<file path="src/hdl/aspc_consts.vh">
`ifndef ASPC_CONSTS_VH
`define ASPC_CONSTS_VH
// ******************************************
// register byte offsets and reset values
// ******************************************
`define ASPC_OFF_BAUD 8'h00
`define ASPC_OFF_CTL 8'h04
`define ASPC_OFF_STAT 8'h08
`define ASPC_OFF_DATA 8'h0C
`define ASPC_OFF_PAIR 8'h10
`define ASPC_BAUD_RST 13'h0004
`define ASPC_CTL_RST 15'h0000
`define ASPC_THR_RST 9'h000
`define ASPC_FLG_RST 9'h180
`define ASPC_RX_MASK 9'h05F
`define ASPC_TX_MASK 9'h180
// ******************************************
// control field positions
// ******************************************
`define ASPC_C_LOOP 14
`define ASPC_C_TX_OPEN_DRAIN 13
`define ASPC_C_ILT 12
`define ASPC_C_PT 11
`define ASPC_C_PE 10
`define ASPC_C_M 9
`define ASPC_C_WAKE 8
`define ASPC_C_TIE 7
`define ASPC_C_TX_DONE_IRQ_EN 6
`define ASPC_C_RIE 5
`define ASPC_C_IDLE_IRQ_EN 4
`define ASPC_C_TE 3
`define ASPC_C_RE 2
`define ASPC_C_RWU 1
`define ASPC_C_SBK 0
// ******************************************
// status field positions
// ******************************************
`define ASPC_S_TX_HOLDING_EMPTY 8
`define ASPC_S_TC 7
`define ASPC_S_RX_HOLDING_FULL 6
`define ASPC_S_RAF 5
`define ASPC_S_IDLE 4
`define ASPC_S_OR 3
`define ASPC_S_NF 2
`define ASPC_S_FE 1
`define ASPC_S_PF 0
// ******************************************
// timing counts, in 16x ticks or bits
// ******************************************
`define ASPC_PH_LAST 4'hF
`define ASPC_SMP_A 4'h7
`define ASPC_SMP_B 4'h8
`define ASPC_SMP_C 4'h9
`define ASPC_RS_LO 4'h3
`define ASPC_RS_HI 4'hD
`define ASPC_STOP8 4'h9
`define ASPC_STOP9 4'hA
`define ASPC_LEN10 4'hA
`define ASPC_LEN11 4'hB
`define ASPC_IDL10 8'h9F
`define ASPC_IDL11 8'hAF
`define ASPC_ICNT_MAX 8'hFF
`endif

</file>
<file path="src/hdl/aspc_top.v">
// Behaviour
// - loopback feeds tx into rx, pin idles high
// - open-drain or push-pull tx pin when output
// - idle count from first one or after stop
// - parity on/odd for both directions, error flag
// - ten or eleven bit frames, msb parity
// - wake on idle line or address mark
// - four enables gate interrupt requests
// - transmitter keeps pin until frame ends
// - disabled receiver sets no flags, clears active flag
// - sleep ignores data, cleared on wakeup
// - break sends zero frames after current frame
// - status read then data access clears flags
// - flags set after status read survive
// - empty flag sets on load, overwrite allowed
// - done flag sets when all shifting ends
// - full flag and noise, framing, parity flags set together
// - active flag: start bit set, idle clear
// - idle flag rearmed only by full flag
// - overrun blocks transfers, keeps old data
// - three samples, majority, noise flag
// - zero stop bit sets framing error
// - one data address, ninth bit at 8
// - 16x sampling with edge resync
// - baud is clock over 32 times divisor
`include "aspc_consts.vh"
`default_nettype none
module aspc_top (
  // clock and reset
  input wire clk,
  input wire rstn,
  // apb slave
  input wire psel,
  input wire penable,
  input wire pwrite,
  input wire [7:0] paddr,
  input wire [31:0] pwdata,
  output reg [31:0] prdata,
  output reg pready,
  output reg pslverr,
  // serial pins
  input wire rxd,
  output reg txd_out,
  output reg txd_oe,
  // general purpose use of tx pin
  input wire gpio_out,
  input wire gpio_dir,
  // interrupt request
  output reg irq_req
);

// ******************************************
// registers and wires
// ******************************************
reg [12:0] baud_divisor_r;
reg [14:0] ctl_r;
reg [8:0] flg_r;
reg [8:0] snap_r;
reg [8:0] tx_holding_reg_r;
reg [8:0] rx_holding_reg_r;
reg idle_armed_r;
reg [13:0] bcnt_r;
reg tx_busy_r;
reg [3:0] tx_ph_r;
reg [3:0] tx_left_r;
reg [10:0] tx_sh_r;
reg pre_pend_r;
reg brk_pend_r;
reg te_d_r;
reg rx_busy_r;
reg [3:0] rx_ph_r;
reg [3:0] rx_idx_r;
reg rx_s7_r;
reg rx_s8_r;
reg rx_prev_r;
reg [8:0] rx_sh_r;
reg rx_nf_r;
reg [7:0] icnt_r;
reg [8:0] fset;
reg [8:0] fclr;
reg [31:0] rd_nxt;
reg map_ok;

wire loopback_sel = ctl_r[`ASPC_C_LOOP];
wire tx_open_drain = ctl_r[`ASPC_C_TX_OPEN_DRAIN];
wire idle_detect_long = ctl_r[`ASPC_C_ILT];
wire parity_odd = ctl_r[`ASPC_C_PT];
wire parity_on = ctl_r[`ASPC_C_PE];
wire long_frame = ctl_r[`ASPC_C_M];
wire wake_addr = ctl_r[`ASPC_C_WAKE];
wire tx_on = ctl_r[`ASPC_C_TE];
wire rx_on = ctl_r[`ASPC_C_RE];
wire rx_sleep = ctl_r[`ASPC_C_RWU];
wire send_break_ctl = ctl_r[`ASPC_C_SBK];
wire tx_holding_empty = flg_r[`ASPC_S_TX_HOLDING_EMPTY];
wire tx_done_flag = flg_r[`ASPC_S_TC];
wire rx_holding_full = flg_r[`ASPC_S_RX_HOLDING_FULL];
wire idle_flag = flg_r[`ASPC_S_IDLE];
wire overrun_flag = flg_r[`ASPC_S_OR];

// ******************************************
// apb decode
// ******************************************
// one wait state so read data and pready both come from flops
wire acc = psel & penable & pready;
wire wr_acc = acc & pwrite;
wire rd_acc = acc & ~pwrite;
wire a_pair = (paddr == `ASPC_OFF_PAIR);
wire st_rd = rd_acc & ((paddr == `ASPC_OFF_STAT) | a_pair);
wire dt_rd = rd_acc & ((paddr == `ASPC_OFF_DATA) | a_pair);
wire dt_wr = wr_acc & (paddr == `ASPC_OFF_DATA);
wire ctl_wr = wr_acc & (paddr == `ASPC_OFF_CTL);

// read mux and address map
always @*
begin
  map_ok = 1'b1;
  case (paddr)
    `ASPC_OFF_BAUD: rd_nxt = {19'h0_0000, baud_divisor_r};
    `ASPC_OFF_CTL: rd_nxt = {17'h0_0000, ctl_r};
    `ASPC_OFF_STAT: rd_nxt = {23'h00_0000, flg_r};
    `ASPC_OFF_DATA: rd_nxt = {23'h00_0000, rx_holding_reg_r};
    `ASPC_OFF_PAIR: rd_nxt = {7'h00, flg_r, 7'h00, rx_holding_reg_r};
    default:
    begin
      rd_nxt = 32'h0000_0000;
      map_ok = 1'b0;
    end
  endcase
end

// bus answer flops
always @(posedge clk or negedge rstn)
begin
  if (!rstn)
  begin
    pready <= 1'b0;
    prdata <= 32'h0000_0000;
    pslverr <= 1'b0;
  end
  else
  begin
    pready <= psel & penable & ~pready;
    prdata <= rd_nxt;
    pslverr <= psel & penable & ~pready & ~map_ok;
  end
end

// ******************************************
// baud generator, 16x tick
// ******************************************
// 16x rate is clk / (2 * divisor), so bits run at clk / (32 * divisor)
wire [13:0] bmod = {baud_divisor_r, 1'b0};
// compare with >= so a divisor cut below the running count cannot stall the tick
wire tick = (baud_divisor_r != 13'h0000) & (bcnt_r + 14'h0001 >= bmod);

always @(posedge clk or negedge rstn)
begin
  if (!rstn)
    bcnt_r <= 14'h0000;
  else if (tick | (baud_divisor_r == 13'h0000))
    bcnt_r <= 14'h0000;
  else
    bcnt_r <= bcnt_r + 14'h0001;
end

// ******************************************
// transmitter
// ******************************************
wire [8:0] td = tx_holding_reg_r;
wire par9 = (^td[7:0]) ^ parity_odd;
wire par8 = (^td[6:0]) ^ parity_odd;
// msb of the data field carries parity when enabled
wire [8:0] fld9 = {parity_on ? par9 : td[8], td[7:0]};
wire [8:0] fld8 = {1'b1, parity_on ? par8 : td[7], td[6:0]};
wire [10:0] frame = {1'b1, long_frame ? fld9 : fld8, 1'b0};
wire [3:0] flen = long_frame ? `ASPC_LEN11 : `ASPC_LEN10;
wire brk_req = send_break_ctl | brk_pend_r;
wire tx_free = tick & ~tx_busy_r & tx_on;
wire ld_brk = tx_free & brk_req;
wire ld_pre = tx_free & ~brk_req & pre_pend_r;
wire ld_dat = tx_free & ~brk_req & ~pre_pend_r & ~tx_holding_empty;
wire tx_load = ld_brk | ld_pre | ld_dat;
wire tx_last = tick & tx_busy_r & (tx_ph_r == `ASPC_PH_LAST) & (tx_left_r == 4'h1);
wire tx_fin = tx_last & tx_holding_empty & ~brk_req & ~pre_pend_r;
wire tx_bit = tx_busy_r ? tx_sh_r[0] : 1'b1;
wire tx_own = tx_on | tx_busy_r;

// shifter and queue of break and preamble frames
always @(posedge clk or negedge rstn)
begin
  if (!rstn)
  begin
    tx_busy_r <= 1'b0;
    tx_ph_r <= 4'h0;
    tx_left_r <= 4'h0;
    tx_sh_r <= 11'h7FF;
    pre_pend_r <= 1'b0;
    brk_pend_r <= 1'b0;
    te_d_r <= 1'b0;
  end
  else
  begin
    te_d_r <= tx_on;
    // a short break pulse is remembered so at least one break frame goes
    brk_pend_r <= ld_brk ? 1'b0 : (brk_pend_r | send_break_ctl);
    if (tx_on & ~te_d_r)
      pre_pend_r <= 1'b1;
    else if (ld_pre)
      pre_pend_r <= 1'b0;
    if (tx_load)
    begin
      tx_busy_r <= 1'b1;
      tx_ph_r <= 4'h0;
      tx_left_r <= flen;
      if (ld_brk)
        tx_sh_r <= 11'h000;
      else if (ld_pre)
        tx_sh_r <= 11'h7FF;
      else
        tx_sh_r <= frame;
    end
    else if (tick & tx_busy_r)
    begin
      tx_ph_r <= tx_ph_r + 4'h1;
      if (tx_ph_r == `ASPC_PH_LAST)
      begin
        tx_sh_r <= {1'b1, tx_sh_r[10:1]};
        tx_left_r <= tx_left_r - 4'h1;
        // frame in progress finishes even after enable drops
        if (tx_left_r == 4'h1)
          tx_busy_r <= 1'b0;
      end
    end
  end
end

// ******************************************
// receiver
// ******************************************
// loopback feeds the shifter output straight back to the receiver
wire rx_in = loopback_sel ? tx_bit : rxd;
wire rx_tick = tick & rx_on;
wire vote = (rx_s7_r & rx_s8_r) | (rx_s7_r & rx_in) | (rx_s8_r & rx_in);
wire noisy = ~((rx_s7_r == rx_s8_r) & (rx_s8_r == rx_in));
wire smp_c = rx_tick & rx_busy_r & (rx_ph_r == `ASPC_SMP_C);
wire [3:0] stop_idx = long_frame ? `ASPC_STOP9 : `ASPC_STOP8;
wire false_start = smp_c & (rx_idx_r == 4'h0) & vote;
wire frm_done = smp_c & (rx_idx_r == stop_idx);
wire start_evt = rx_tick & ~rx_busy_r & ~rx_in;
wire edge_seen = rx_tick & rx_busy_r & (rx_in != rx_prev_r);
wire rs_late = edge_seen & (rx_ph_r > `ASPC_RS_HI);
wire rs_early = edge_seen & (rx_ph_r < `ASPC_RS_LO);
wire [8:0] rx_fld = long_frame ? rx_sh_r : {1'b0, rx_sh_r[7:0]};
wire amark = long_frame ? rx_sh_r[8] : rx_sh_r[7];
wire par_bad = parity_on & ((^rx_fld) ^ parity_odd);
wire addr_wake = frm_done & rx_sleep & wake_addr & amark;
wire rx_live = ~rx_sleep | addr_wake;
wire xfer_ok = frm_done & rx_live & ~overrun_flag;
wire xfer = xfer_ok & ~rx_holding_full;
wire ovr = xfer_ok & rx_holding_full;

// bit timing, three samples per bit
always @(posedge clk or negedge rstn)
begin
  if (!rstn)
  begin
    rx_busy_r <= 1'b0;
    rx_ph_r <= 4'h0;
    rx_idx_r <= 4'h0;
    rx_s7_r <= 1'b1;
    rx_s8_r <= 1'b1;
    rx_prev_r <= 1'b1;
    rx_sh_r <= 9'h000;
    rx_nf_r <= 1'b0;
  end
  else if (!rx_on)
    rx_busy_r <= 1'b0;
  else if (rx_tick)
  begin
    rx_prev_r <= rx_in;
    if (!rx_busy_r)
    begin
      if (!rx_in)
      begin
        rx_busy_r <= 1'b1;
        rx_ph_r <= 4'h0;
        rx_idx_r <= 4'h0;
        rx_nf_r <= 1'b0;
      end
    end
    else
    begin
      // an edge near a boundary realigns the bit phase
      if (rs_late | rs_early)
        rx_ph_r <= 4'h0;
      else
        rx_ph_r <= rx_ph_r + 4'h1;
      if (rs_late | (rx_ph_r == `ASPC_PH_LAST))
        rx_idx_r <= rx_idx_r + 4'h1;
      if (rx_ph_r == `ASPC_SMP_A)
        rx_s7_r <= rx_in;
      if (rx_ph_r == `ASPC_SMP_B)
        rx_s8_r <= rx_in;
      if (rx_ph_r == `ASPC_SMP_C)
      begin
        // noise on a rejected start bit is dropped with it
        if (false_start | frm_done)
          rx_busy_r <= 1'b0;
        else
          rx_nf_r <= rx_nf_r | noisy;
        if ((rx_idx_r != 4'h0) & ~frm_done)
          rx_sh_r[rx_idx_r - 4'h1] <= vote;
      end
    end
  end
end

// idle line: a frame length of ones, counted at 16x
wire [7:0] ithr = long_frame ? `ASPC_IDL11 : `ASPC_IDL10;
wire icnt_rst = ~rx_in | (idle_detect_long & rx_busy_r);
wire idle_evt = rx_tick & ~icnt_rst & (icnt_r == ithr);

always @(posedge clk or negedge rstn)
begin
  if (!rstn)
    icnt_r <= 8'h00;
  else if (!rx_on)
    icnt_r <= 8'h00;
  else if (rx_tick)
  begin
    if (icnt_rst)
      icnt_r <= 8'h00;
    else if (icnt_r != `ASPC_ICNT_MAX)
      icnt_r <= icnt_r + 8'h01;
  end
end

// ******************************************
// status flags
// ******************************************
wire idle_wake = idle_evt & rx_sleep & ~wake_addr;

// hardware sets win over clears in the same cycle
always @*
begin
  fset = 9'h000;
  fclr = 9'h000;
  fset[`ASPC_S_TX_HOLDING_EMPTY] = ld_dat;
  fset[`ASPC_S_TC] = tx_fin;
  fset[`ASPC_S_RX_HOLDING_FULL] = xfer;
  fset[`ASPC_S_NF] = xfer & (rx_nf_r | noisy);
  fset[`ASPC_S_FE] = xfer & ~vote;
  fset[`ASPC_S_PF] = xfer & par_bad;
  fset[`ASPC_S_OR] = ovr;
  fset[`ASPC_S_RAF] = start_evt & ~rx_sleep;
  fset[`ASPC_S_IDLE] = idle_evt & ~rx_sleep & idle_armed_r;
  // only flags seen set by a status read are cleared
  if (dt_rd)
    fclr = (a_pair ? flg_r : snap_r) & `ASPC_RX_MASK;
  if (dt_wr)
    fclr = fclr | (snap_r & `ASPC_TX_MASK);
  fclr[`ASPC_S_TC] = fclr[`ASPC_S_TC] | tx_load;
  fclr[`ASPC_S_RAF] = idle_evt | ~rx_on;
end

// flags, snapshot of the last status read, rearm of idle
always @(posedge clk or negedge rstn)
begin
  if (!rstn)
  begin
    flg_r <= `ASPC_FLG_RST;
    snap_r <= 9'h000;
    idle_armed_r <= 1'b1;
  end
  else
  begin
    flg_r <= (flg_r & ~fclr) | fset;
    if (st_rd)
      snap_r <= flg_r;
    else
      snap_r <= snap_r & ~fclr;
    if (fset[`ASPC_S_RX_HOLDING_FULL])
      idle_armed_r <= 1'b1;
    else if (fset[`ASPC_S_IDLE])
      idle_armed_r <= 1'b0;
  end
end

// ******************************************
// software registers and data holding
// ******************************************
always @(posedge clk or negedge rstn)
begin
  if (!rstn)
  begin
    baud_divisor_r <= `ASPC_BAUD_RST;
    ctl_r <= `ASPC_CTL_RST;
    tx_holding_reg_r <= `ASPC_THR_RST;
    rx_holding_reg_r <= `ASPC_THR_RST;
  end
  else
  begin
    if (wr_acc & (paddr == `ASPC_OFF_BAUD))
      baud_divisor_r <= pwdata[12:0];
    if (ctl_wr)
      ctl_r <= pwdata[14:0];
    else if (addr_wake | idle_wake)
      ctl_r[`ASPC_C_RWU] <= 1'b0;
    // a write before the flag clears just replaces the pending word
    if (dt_wr)
      tx_holding_reg_r <= pwdata[8:0];
    // old word stays while overrun holds
    if (xfer)
      rx_holding_reg_r <= rx_fld;
  end
end

// ******************************************
// pin drive and interrupt request
// ******************************************
wire pin_bit = loopback_sel ? 1'b1 : tx_bit;

always @(posedge clk or negedge rstn)
begin
  if (!rstn)
  begin
    txd_out <= 1'b1;
    txd_oe <= 1'b0;
    irq_req <= 1'b0;
  end
  else
  begin
    if (tx_own)
    begin
      txd_out <= tx_open_drain ? 1'b0 : pin_bit;
      txd_oe <= tx_open_drain ? ~pin_bit : 1'b1;
    end
    else
    begin
      // open drain applies only while the pin is an output
      txd_out <= tx_open_drain ? 1'b0 : gpio_out;
      txd_oe <= gpio_dir & (tx_open_drain ? ~gpio_out : 1'b1);
    end
    // sleeping receiver raises no receive request
    irq_req <= (tx_holding_empty & ctl_r[`ASPC_C_TIE]) |
      (tx_done_flag & ctl_r[`ASPC_C_TX_DONE_IRQ_EN]) |
      (rx_holding_full & ctl_r[`ASPC_C_RIE] & ~rx_sleep) |
      (idle_flag & ctl_r[`ASPC_C_IDLE_IRQ_EN] & ~rx_sleep);
  end
end

endmodule
`default_nettype wire

</file>
<file path="config.mk">
export PLATFORM = sky130hd
export DESIGN_NAME = aspc_top
export DESIGN_NICKNAME = d
export VERILOG_FILES = /design/src/hdl/aspc_top.v
export VERILOG_INCLUDE_DIRS = /design/src /design/src/hdl
export SDC_FILE = /design/constraint.sdc
export NUM_CORES = 1
export LEC_CHECK = 0
export BUFFER_PORTS_ARGS = -buffer_cell sky130_fd_sc_hd__buf_2
export CAP_MARGIN = 0
export CELL_PAD_IN_SITES_DETAIL_PLACEMENT = 1
export CELL_PAD_IN_SITES_GLOBAL_PLACEMENT = 1
export CORE_ASPECT_RATIO = 1.1
export CORE_UTILIZATION = 47
export DETAILED_ROUTE_END_ITERATION = 8
export GPL_ROUTABILITY_DRIVEN = 0
export HOLD_SLACK_MARGIN = 0.12
export PLACE_DENSITY = 0.9
export SYNTH_ARGS = -nofsm -noshare
export SYNTH_HDL_FRONTEND = slang
export SYNTH_SLANG_ARGS = --single-unit
</file>
<file path="constraint.sdc">
create_clock -name clk -period 3.9 [get_ports clk]
set_clock_uncertainty 0.15 [all_clocks]
set_input_delay 0.39 -clock clk [delete_from_list [all_inputs] [get_ports clk]]
set_output_delay 0.39 -clock clk [all_outputs]
set_load 0.005 [all_outputs]
</file>
Yosys cells after proc, flatten, opt, wreduce, memory -nomap -nowiden

Cells that the tools add are included.

Register bits after elaboration: 169
Memories kept: 0
Logic and storage cells: 276
Bits in latches: 0
Output and inout port bits: 37
Bits in writable memories: 0
ROM bits: 0
Input port bits: 48

Bitwise operators: 118
Shift-type cells: 0
Div/mod/pow operators: 0
Equality and inequality tests: 22
Reduce and logical (&&, ||, !) cells: 26
$add $sub $neg: 7
Mux-type cells: 67
Order comparisons: 5
Multipliers: 0

Operators with widths:

| kind                                                             | number |
|---|---|
| 25-bit case mux with 5 select lines                              | 1 |
| 1-bit bitwise AND                                                | 68 |
| 11-bit 2-to-1 mux                                                | 4 |
| 4-bit 2-to-1 mux                                                 | 10 |
| 1-bit 2-to-1 mux                                                 | 36 |
| 9-bit 2-to-1 mux                                                 | 4 |
| 8-bit 2-to-1 mux                                                 | 4 |
| 1-bit inverter                                                   | 21 |
| 1-bit bitwise OR                                                 | 21 |
| 9-bit bitwise AND                                                | 2 |
| 4-bit == test (second input constant)                            | 4 |
| 8-bit by 4-bit == test with 1-bit output (second input constant) | 2 |
| 14-bit by 1-bit adder with 14-bit output (second input constant) | 1 |
| 14-bit >= comparator                                             | 1 |
| 14-bit 2-to-1 mux                                                | 1 |
| 7-bit 2-to-1 mux                                                 | 2 |
| 13-bit logical NOT                                               | 1 |
| 13-bit nonzero test                                              | 1 |
| 4-bit by 1-bit adder with 4-bit output (second input constant)   | 3 |
| 4-bit AND reduction                                              | 3 |
| 2-bit nonzero test                                               | 6 |
| 10-bit 2-to-1 mux                                                | 1 |
| 5-bit AND reduction                                              | 2 |
| 9-bit bitwise mux                                                | 1 |
| 35 further kinds                                                 | 45 |

Longest topological paths before layout

Gate-level depths: netlist of the first run.

Depth after elaboration: 16
Gate-level depth with buffers: 15
Depth with buffers taken out: 12

Worst setup path before layout of the first run

OpenSTA, ideal clock, no wires.

Path type: register to register
Start: register bcnt_r[2]
End: register rx_sh_r[8]
Data required time: 3625 ps
Clock period less this slack: 3214 ps
Setup slack: 686 ps
Stages on the path, launching flop included: 14
Setup time: 125 ps
Path buffers: 1
Data arrival time: 2939 ps
Cells stage by stage: dfrtp_1 -> and3_1 -> clkbuf_1 -> nand2_1 -> nor2_1 -> and3_1 -> xor2_1 -> ha_1 -> and4_1 -> nand3_2 -> a311oi_4 -> o21ai_2 -> nor4_1 -> mux2_2

Cells in the longest elaborated chain, start to end: 10

Ends and longest elaborated chain:

| item                                         | RTL line       | RTL |
|---|---|---|
| from (decl)                                  | aspc_top.v:62  | `reg [13:0] bcnt_r;` |
| from (signal assigned)                       | aspc_top.v:164 | `bcnt_r <= bcnt_r + 14'h0001;` |
| 14-bit by 1-bit adder with 14-bit output (*) | aspc_top.v:155 | `wire tick = (baud_divisor_r != 13'h0000) & (bcnt_r + 14'h0001 >= bmod);` |
| 14-bit >= comparator (*)                     | aspc_top.v:155 |  |
| 1-bit bitwise AND (*)                        | aspc_top.v:155 |  |
| 1-bit bitwise AND (*)                        | aspc_top.v:243 | `wire rx_tick = tick & rx_on;` |
| 1-bit bitwise AND (2 in series)              | aspc_top.v:246 | `` wire smp_c = rx_tick & rx_busy_r & (rx_ph_r == `ASPC_SMP_C); `` |
| 1-bit bitwise AND                            | aspc_top.v:249 | `wire frm_done = smp_c & (rx_idx_r == stop_idx);` |
| 1-bit inverter                               | aspc_top.v:312 | `if ((rx_idx_r != 4'h0) & ~frm_done)` |
| 1-bit bitwise AND                            | aspc_top.v:312 |  |
| 5-bit AND reduction (no line) (*)            | n/a            |  |
| to (signal, indexed assignment)              | aspc_top.v:313 | `rx_sh_r[rx_idx_r - 4'h1] <= vote;` |
| to (decl)                                    | aspc_top.v:76  | `reg [8:0] rx_sh_r;` |

Every way passes the cells marked *; elsewhere a longest branch is shown, timed or not.
A chain may end at the register's enable or synchronous reset.

Worst setup path in the final report of the first run

Start: register bcnt_r[3]
End: register tx_sh_r[7]

Cells in the longest elaborated chain, start to end: 11
Elaborated cells on any way between the ends: 19
Those cells by class: 1 x add/sub; 1 x order compare; 3 x mux; 11 x bitwise; 3 x reduce/logical

Ends and longest elaborated chain:

| item                                                  | RTL line                       | RTL |
|---|---|---|
| 14-bit by 1-bit adder with 14-bit output (*)          | aspc_top.v:155                 |  |
| 14-bit >= comparator (*)                              | aspc_top.v:155                 |  |
| 1-bit bitwise AND (*)                                 | aspc_top.v:155                 |  |
| 1-bit bitwise AND (2 in series)                       | aspc_top.v:179                 | `wire tx_free = tick & ~tx_busy_r & tx_on;` |
| 1-bit bitwise AND                                     | aspc_top.v:181, aspc_top.v:182 |  |
| 1-bit bitwise AND (on tied branches)                  | aspc_top.v:181, aspc_top.v:182 |  |
| 1-bit bitwise OR or 1-bit bitwise AND (tied branches) | aspc_top.v:183, aspc_top.v:182 |  |
| 1-bit bitwise OR                                      | aspc_top.v:183                 | `wire tx_load = ld_brk \| ld_pre \| ld_dat;` |
| 2-bit nonzero test (no line)                          | n/a                            |  |
| 2-bit AND reduction (no line)                         | n/a                            |  |
| to (signal assigned)                                  | aspc_top.v:221                 | `tx_sh_r <= frame;` |
| to (signal assigned)                                  | aspc_top.v:228                 | `tx_sh_r <= {1'b1, tx_sh_r[10:1]};` |
| to (decl)                                             | aspc_top.v:66                  | `reg [10:0] tx_sh_r;` |

Marked as above.

==> run metrics, run 1 <==
max-slew violations=0; Clock Root Buffer=clkbuf_16; Sw Ratio=0.2432; CTS Buffer Depth=2; sequential power share=0.466; first-pass GRT wire length=42900 um; Synth cell types=76; Initial Util=0.4824; post-synthesis instance total=772; # diodes=0; Post-Synthesis Mean Instance Area=10.67 um2; # setup viols final=0; Antenna Nets Post-Route=0; Clk pwr share=0.491; H-tree depth=4; final cell count without fillers=1099; CTS Buf Count=17; Required @ worst endpoint=4.09 ns; Final Hold Fails=0; drt pass-1 iters=5; I/O pins=85; die area=18060 um2; largest net degree at the start of global routing=88; RSZ-0062 raised after global routing=true; static leakage=4.499 nW; Buffers on Ports=59; Post-Route WL=27810 um; Die X=128.2 um; antenna violations before repair=0; Mapped Area=8239 um2; share of cells above drive strength 1=0.2266; crit start category=flip-flop; vias in the first global route=7429; met1 global-route usage=0.3623; most used routing layer in global routing=met2; sw power=0.8738 mW; Min Clock Period, post-route=3.728 ns; actual slew at the worst max-slew pin=1.030 ns; clock sinks=160; CTS clk-pin slew, worst paths=0.07 ns; Max Fclk=268.3 MHz; warnings from Yosys=0; Worst Path Arrival=3.92 ns; Core Region=17080 um2; post-synthesis sequential area ratio=0.4888; Relative slew margins=0.3064; asr flop ratio synth=1.000; DRC errors left=0; commonest non-fill, non-tap cell in the layout=dfrtp_1; Crit. End Element=flip-flop; nets=930; Area Overhead vs Synth=16.83%; Design Power=3.592 mW; CTS tree=done; Hold Crit Class=in2reg; Die Y=140.9 um; met3 GRT Util=0.07856; Fill cells=1858; Core Rows=50; Peak VDD IR=334.0 uV; number of synthesized flops with an enable pin=0; Via density=6.287; DR vias=6909; wire length per cell=25.30 um; dpl hpwl=16220 um; total gr overflow=0; status=finished, final reports clean; grt met2 use=0.5343; placed cells=1045; Int Pwr=2.719 mW; Worst Path Class, Setup=reg2reg; Primary FF master, synth=dfrtp_1; commonest cells after routing, fill and taps aside=141 x dfrtp_1, 58 x nor2_1, 58 x buf_2, 49 x nand2_1, 45 x o21ai_0; critical path peak fanout=16; number of max-cap violations=0; period utilization=0.9558; Yosys reg bits=160; Worst-Skew Late Latency=0.45 ns; pwr dens=373.2 nW/um2; initial DRC count=546; Comb power frac=0.043; Tot GR Track Use=0.3191
==> cell type report <==
cell class	count	area [um2]	share of cell area
Sequential cell	160	4028	0.4184
Clock inverter	11	128.9	0.01339
Timing Repair Buffer	94	640.6	0.06655
Inverter	32	120.1	0.01248
Multi-Input combinational cell	547	3945	0.4099
Tap cell	234	292.8	0.03042
Clock buffer	21	470.5	0.04888
==> what timing repair did <==
action,CTS,global route
hold buffers,19,0
setup buffers,0,3
resized for setup,0,6
endpoints found under the hold margin,93,0
endpoints found under the setup margin,0,40
==> worst max-delay path, cell delays in order (launching register included) <==
cell and delay, ns:
dfrtp_1 0.42, and4_1 0.27, nand4_1 0.14, nor2_1 0.17
and3_1 0.20, xor2_1 0.26, ha_1 0.20, and4_1 0.25
nand3_2 0.16, a311oi_4 0.22, buf_4 0.22, o21a_2 0.34
buf_12 0.19, a21oi_1 0.10, o31ai_2 0.34
==> power groups by stage <==
| stage | clock, mW | combinational, mW | sequential (mW) |
|---|---|---|---|
| floorplan | 0 | 0.0543 | 1.70 |
| global placement | 0 | 0.124 | 1.70 |
| detailed placement | 0 | 0.128 | 1.70 |
| CTS | 1.74 | 0.146 | 1.67 |
| global route | 1.83 | 0.166 | 1.67 |
| finish | 1.77 | 0.153 | 1.67 |
==> synth_stat cells, types with 5 or more instances <==
| master | count | area [um2] |
|---|---|---|
| mux2_2 | 43 | 484.2 |
| nand4_1 | 11 | 68.82 |
| nor3_1 | 9 | 45.04 |
| o21ai_1 | 9 | 45.04 |
| and3_1 | 19 | 118.9 |
| mux2_1 | 9 | 101.4 |
| ha_1 | 30 | 375.4 |
| o21ai_0 | 45 | 225.2 |
| o211ai_1 | 6 | 45.04 |
| nand3_1 | 37 | 185.2 |
| and2_1 | 12 | 75.07 |
| buf_2 | 7 | 35.03 |
| clkbuf_1 | 18 | 67.56 |
| nand2_1 | 49 | 183.9 |
| xnor2_1 | 21 | 183.9 |
| o31ai_1 | 12 | 90.09 |
| dfrtp_1 | 141 | 3528 |
| nor2_1 | 58 | 217.7 |
| inv_1 | 32 | 120.1 |
| or2_2 | 5 | 31.28 |
| dfstp_2 | 19 | 499.2 |
| buf_4 | 12 | 90.09 |
| a221o_1 | 9 | 90.09 |
| a21oi_1 | 27 | 135.1 |
| mux2i_1 | 20 | 200.2 |
| xor2_1 | 9 | 78.83 |
| nor2b_1 | 9 | 56.30 |
==> metal layers <==
metal,vias to the layer above,routed length (um)
li1,2919,-
met1,3542,10560
met2,317,13980
met3,131,1462
met4,0,1808
met5,-,0
==> worst paths after layout <==
path                                      from                       end  slack [ns]  cells past startpoint
max                        bcnt_r[3]$_DFF_PN0_    tx_sh_r[7]$_DFFE_PN1P_        0.17                     14
min in group asynchronous                 rstn    tx_ph_r[1]$_DFFE_PN0P_        0.40                      2
max in group asynchronous                 rstn  idle_armed_r$_DFFE_PN1P_        2.23                      3
min                                   gpio_out          txd_oe$_DFF_PN0_        0.18                      4
max reg2reg                bcnt_r[3]$_DFF_PN0_    tx_sh_r[7]$_DFFE_PN1P_        0.17                     14
min reg2reg                   pready$_DFF_PN0_          pready$_DFF_PN0_        0.33                      1
==> cells by family after synthesis <==
group	synth area share
multiplexers	0.1027
adder cells (fa/ha/maj)	0.04556
AO/OA/AOI/OAI	0.1379
other	0.0004551
AND/OR/NAND/NOR	0.1516
XOR/XNOR	0.03189
buffers and inverters	0.04115
flip-flops	0.4888
==> per-stage QoR <==
stage / cell area, um2 / utilization / hold WS (ns) / setup slack, ns / setup TNS (ns)
after floorplan: 8265 / - / -0.05559 / 0.6861 / 0
after global placement: 8770 / 0.5135 / 0.2528 / 0.2207 / 0
after detailed placement: 8770 / 0.5135 / 0.2798 / 0.08455 / 0
after CTS: 9559 / 0.5597 / 0.1717 / 0.02835 / 0
after global routing: 9625 / 0.5636 / 0.1909 / -0.001262 / -0.001262
final: 9625 / 0.5636 / 0.1782 / 0.1724 / 0
==> registers in the layout (all words and copies together), names as in the netlist, 4 cells and up <==
signal / count
ctl_r: 15
rx_ph_r: 4
tx_left_r: 4
icnt_r: 8
rx_sh_r: 9
tx_ph_r: 4
bcnt_r: 14
tx_sh_r: 11
rx_holding_reg_r: 9
prdata: 24
td: 9
baud_divisor_r: 13
flg_r: 9
snap_r: 8
rx_idx_r: 4
(Power assumes the default switching activity.)
==> run 2, diff against run 1 <==
--- a/config.mk
+++ b/config.mk
@@ -6,7 +6,7 @@
 export SDC_FILE = /design/constraint.sdc
 export NUM_CORES = 1
 export LEC_CHECK = 0
-export BUFFER_PORTS_ARGS = -buffer_cell sky130_fd_sc_hd__buf_2
+export BUFFER_PORTS_ARGS = -buffer_cell sky130_fd_sc_hd__buf_4
 export CAP_MARGIN = 0
 export CELL_PAD_IN_SITES_DETAIL_PLACEMENT = 1
 export CELL_PAD_IN_SITES_GLOBAL_PLACEMENT = 1
==> run metrics, run 2 (synthesis gave the netlist of run 1 again) <==
crit start category=flip-flop; critical path peak fanout=7 (-9); delay-heaviest family, CP=simple AND/OR/NAND/NOR gates; Die Y=140.9 um (unchanged); Relative slew margins=0.3046 (-0.001737); H-tree depth=4 (unchanged); dpl hpwl=16030 um (-1.2%); crit-path cells=and4_4, nand4_1, nor2_1, and3_1, xor2_1, ha_1, and4_4, nand3_2, a311oi_4, buf_6, buf_4, o21ai_4, buf_4, nor3_1, o21ai_0; die area=18060 um2 (unchanged); Final Hold Fails=0 (unchanged); register area=4029 um2 (about the same); Crit-path slowest cell=dfrtp_1; CTS clk-pin slew, worst paths=0.06 ns (about the same); antenna violations before repair=0 (unchanged); max-slew violations=0 (unchanged); Largest regs=prdata: 24 flops, ctl_r: 15 flops, bcnt_r: 14 flops; total gr overflow=0 (unchanged); Worst-Skew Late Latency=0.45 ns (about the same); CTS Buffer Depth=2 (unchanged); Final Util=0.5810 (+0.01744); Worst Path Class, Setup=reg2reg; # setup viols final=0 (unchanged); clock sinks=160 (unchanged); crit path buf inv count=3 (+1); Crit. End Element=flip-flop; DRC errors left=0 (unchanged); Antenna Nets Post-Route=0 (unchanged); actual slew at the worst max-slew pin=1.040 ns (+0.01039 ns); slack of the critical path=0.06539 ns (-0.1070 ns); Required @ worst endpoint=4.09 ns (about the same); Slowest Stage Delay on Critical Path=0.40 ns (-0.02 ns); period utilization=0.9832 (+0.02745); Fill cells=1806 (-2.8%); initial DRC count=577 (+5.7%); CTS Buf Count=17 (unchanged); Die X=128.2 um (unchanged); static leakage=4.585 nW (+1.9%); share of cells above drive strength 1=0.2434 (+0.01684); Peak VDD IR=371.4 uV (+11%); Clk pwr share=0.481 (-0.010); DR vias=6913 (+0.058%); DP Worst Slack=0.01068 ns (-0.07388 ns); # diodes=0 (unchanged); sequential power share=0.472 (+0.006); max reg flops=24 (unchanged); commonest non-fill, non-tap cell in the layout=dfrtp_1; area of the multi-input gates=3996 um2 (+1.3%); Hold Crit Class=in2reg; pwr dens=357.7 nW/um2 (-4.2%); Sw Ratio=0.2510 (+0.007811); Comb power frac=0.048 (+0.005); Post-Route WL=28480 um (+2.4%); sw power=0.8911 mW (+2.0%); placed cell area=8900 um2 (+1.5%); Buffers on Ports=59 (unchanged); Clock Root Buffer=clkbuf_16; CTS tree=done; commonest cells after routing, fill and taps aside=140 x dfrtp_1, 77 x buf_4, 57 x nor2_1, 49 x nand2_1, 45 x o21ai_0; Min Clock Period, post-route=3.835 ns (+0.1070 ns); vias in the first global route=7280 (-2.0%); Via density=6.234 (-0.84%); Int Pwr=2.658 mW (-2.2%); Area Overhead vs Synth=20.44%; setup TNS=0 ns (unchanged); Tot GR Track Use=0.3054 (-0.01376); drt pass-1 iters=5 (unchanged); status=finished, final reports clean; Max Fclk=260.8 MHz (-2.8%); Core Region=17080 um2 (unchanged); Largest Register=prdata; wire length per cell=25.68 um (+1.5%); nets=940 (+1.1%); first-pass GRT wire length=41100 um (-4.2%); number of max-cap violations=0 (unchanged); I/O pins=85 (unchanged); largest net degree at the start of global routing=105 (+19%); Initial Util=0.4824 (unchanged); Worst Path Arrival=4.02 ns (+0.10 ns); Layout Cell Area excl Fill=9923 um2 (+3.1%); Core Rows=50 (unchanged)
==> run 2: cell count changes in the layout (fill, tap and decap cells not counted), sizes merged <==
cell / before / now
buf: 75 / 84
bufinv: 2 / 1
clkbuf: 21 / 20
clkinv: 5 / 4
inv: 34 / 38
==> run 2: through the flow <==
step,instances,hold slack [ns],power [mW]
3_5_place_dp,1043,0.2672,1.839
3_3_place_gp,1043,0.2523,1.834
4_1_cts,1094,0.1546,3.513
5_1_grt,1109,0.1879,3.631
6_report,1109,0.1667,3.549
2_1_floorplan,779,-0.05559,1.756
==> run 2: worst min-delay path, stage by stage <==
cell	delay [ns]
buf_4	0.08
nor3_1	0.04
nor2b_1	0.11
o2bb2ai_1	0.08
==> run 2: area by class of cell <==
| type | instances | area share |
|---|---|---|
| Clock buffer | 19 | 0.04564 |
| Tap cell | 234 | 0.02950 |
| Timing Repair Buffer | 104 | 0.09141 |
| Clock inverter | 13 | 0.01261 |
| Multi-Input combinational cell | 547 | 0.4027 |
| Sequential cell | 160 | 0.4060 |
| Inverter | 32 | 0.01210 |
==> run 2: final timing paths <==
path,startpoint,end,slack [ns],cells after the start
setup / recovery,bcnt_r[4]$_DFF_PN0_,idle_armed_r$_DFFE_PN1P_,0.07,15
hold / removal,gpio_out,txd_oe$_DFF_PN0_,0.17,4
setup reg to reg,bcnt_r[4]$_DFF_PN0_,idle_armed_r$_DFFE_PN1P_,0.07,15
hold reg to reg,te_d_r$_DFF_PN0_,pre_pend_r$_DFFE_PN0P_,0.29,1
max in group asynchronous,rstn,idle_armed_r$_DFFE_PN1P_,2.17,3
min in group asynchronous,rstn,ctl_r[9]$_DFFE_PN0P_,0.51,2
==> run 2: timing repair <==
action | in CTS | in global routing
cloned | 0 | 1
pin swaps | 1 | 4
endpoints found under the hold margin | 128 | 0
hold buffers | 19 | 0
buffers inserted | 0 | 14
resized for setup | 1 | 18
setup endpoints to repair | 12 | 66
==> run 2: per-layer routing <==
metal / vias to the layer above / wire length (um) / track usage / part of all wire
li1: 2950 / - / - / -
met1: 3526 / 10800 / 0.3480 / 0.38
met2: 313 / 14340 / 0.5229 / 0.50
met3: 124 / 1535 / 0.06338 / 0.054
met4: 0 / 1804 / 0.1882 / 0.063
met5: - / 0 / 0 / 0
==> run 2: power by group through the flow <==
stage	clock network [mW]	registers [mW]	logic [mW]
3_3_place_gp	0	1.70	0.131
4_1_cts	1.69	1.67	0.155
3_5_place_dp	0	1.70	0.136
2_1_floorplan	0	1.70	0.0543
6_report	1.71	1.67	0.169
5_1_grt	1.78	1.67	0.181
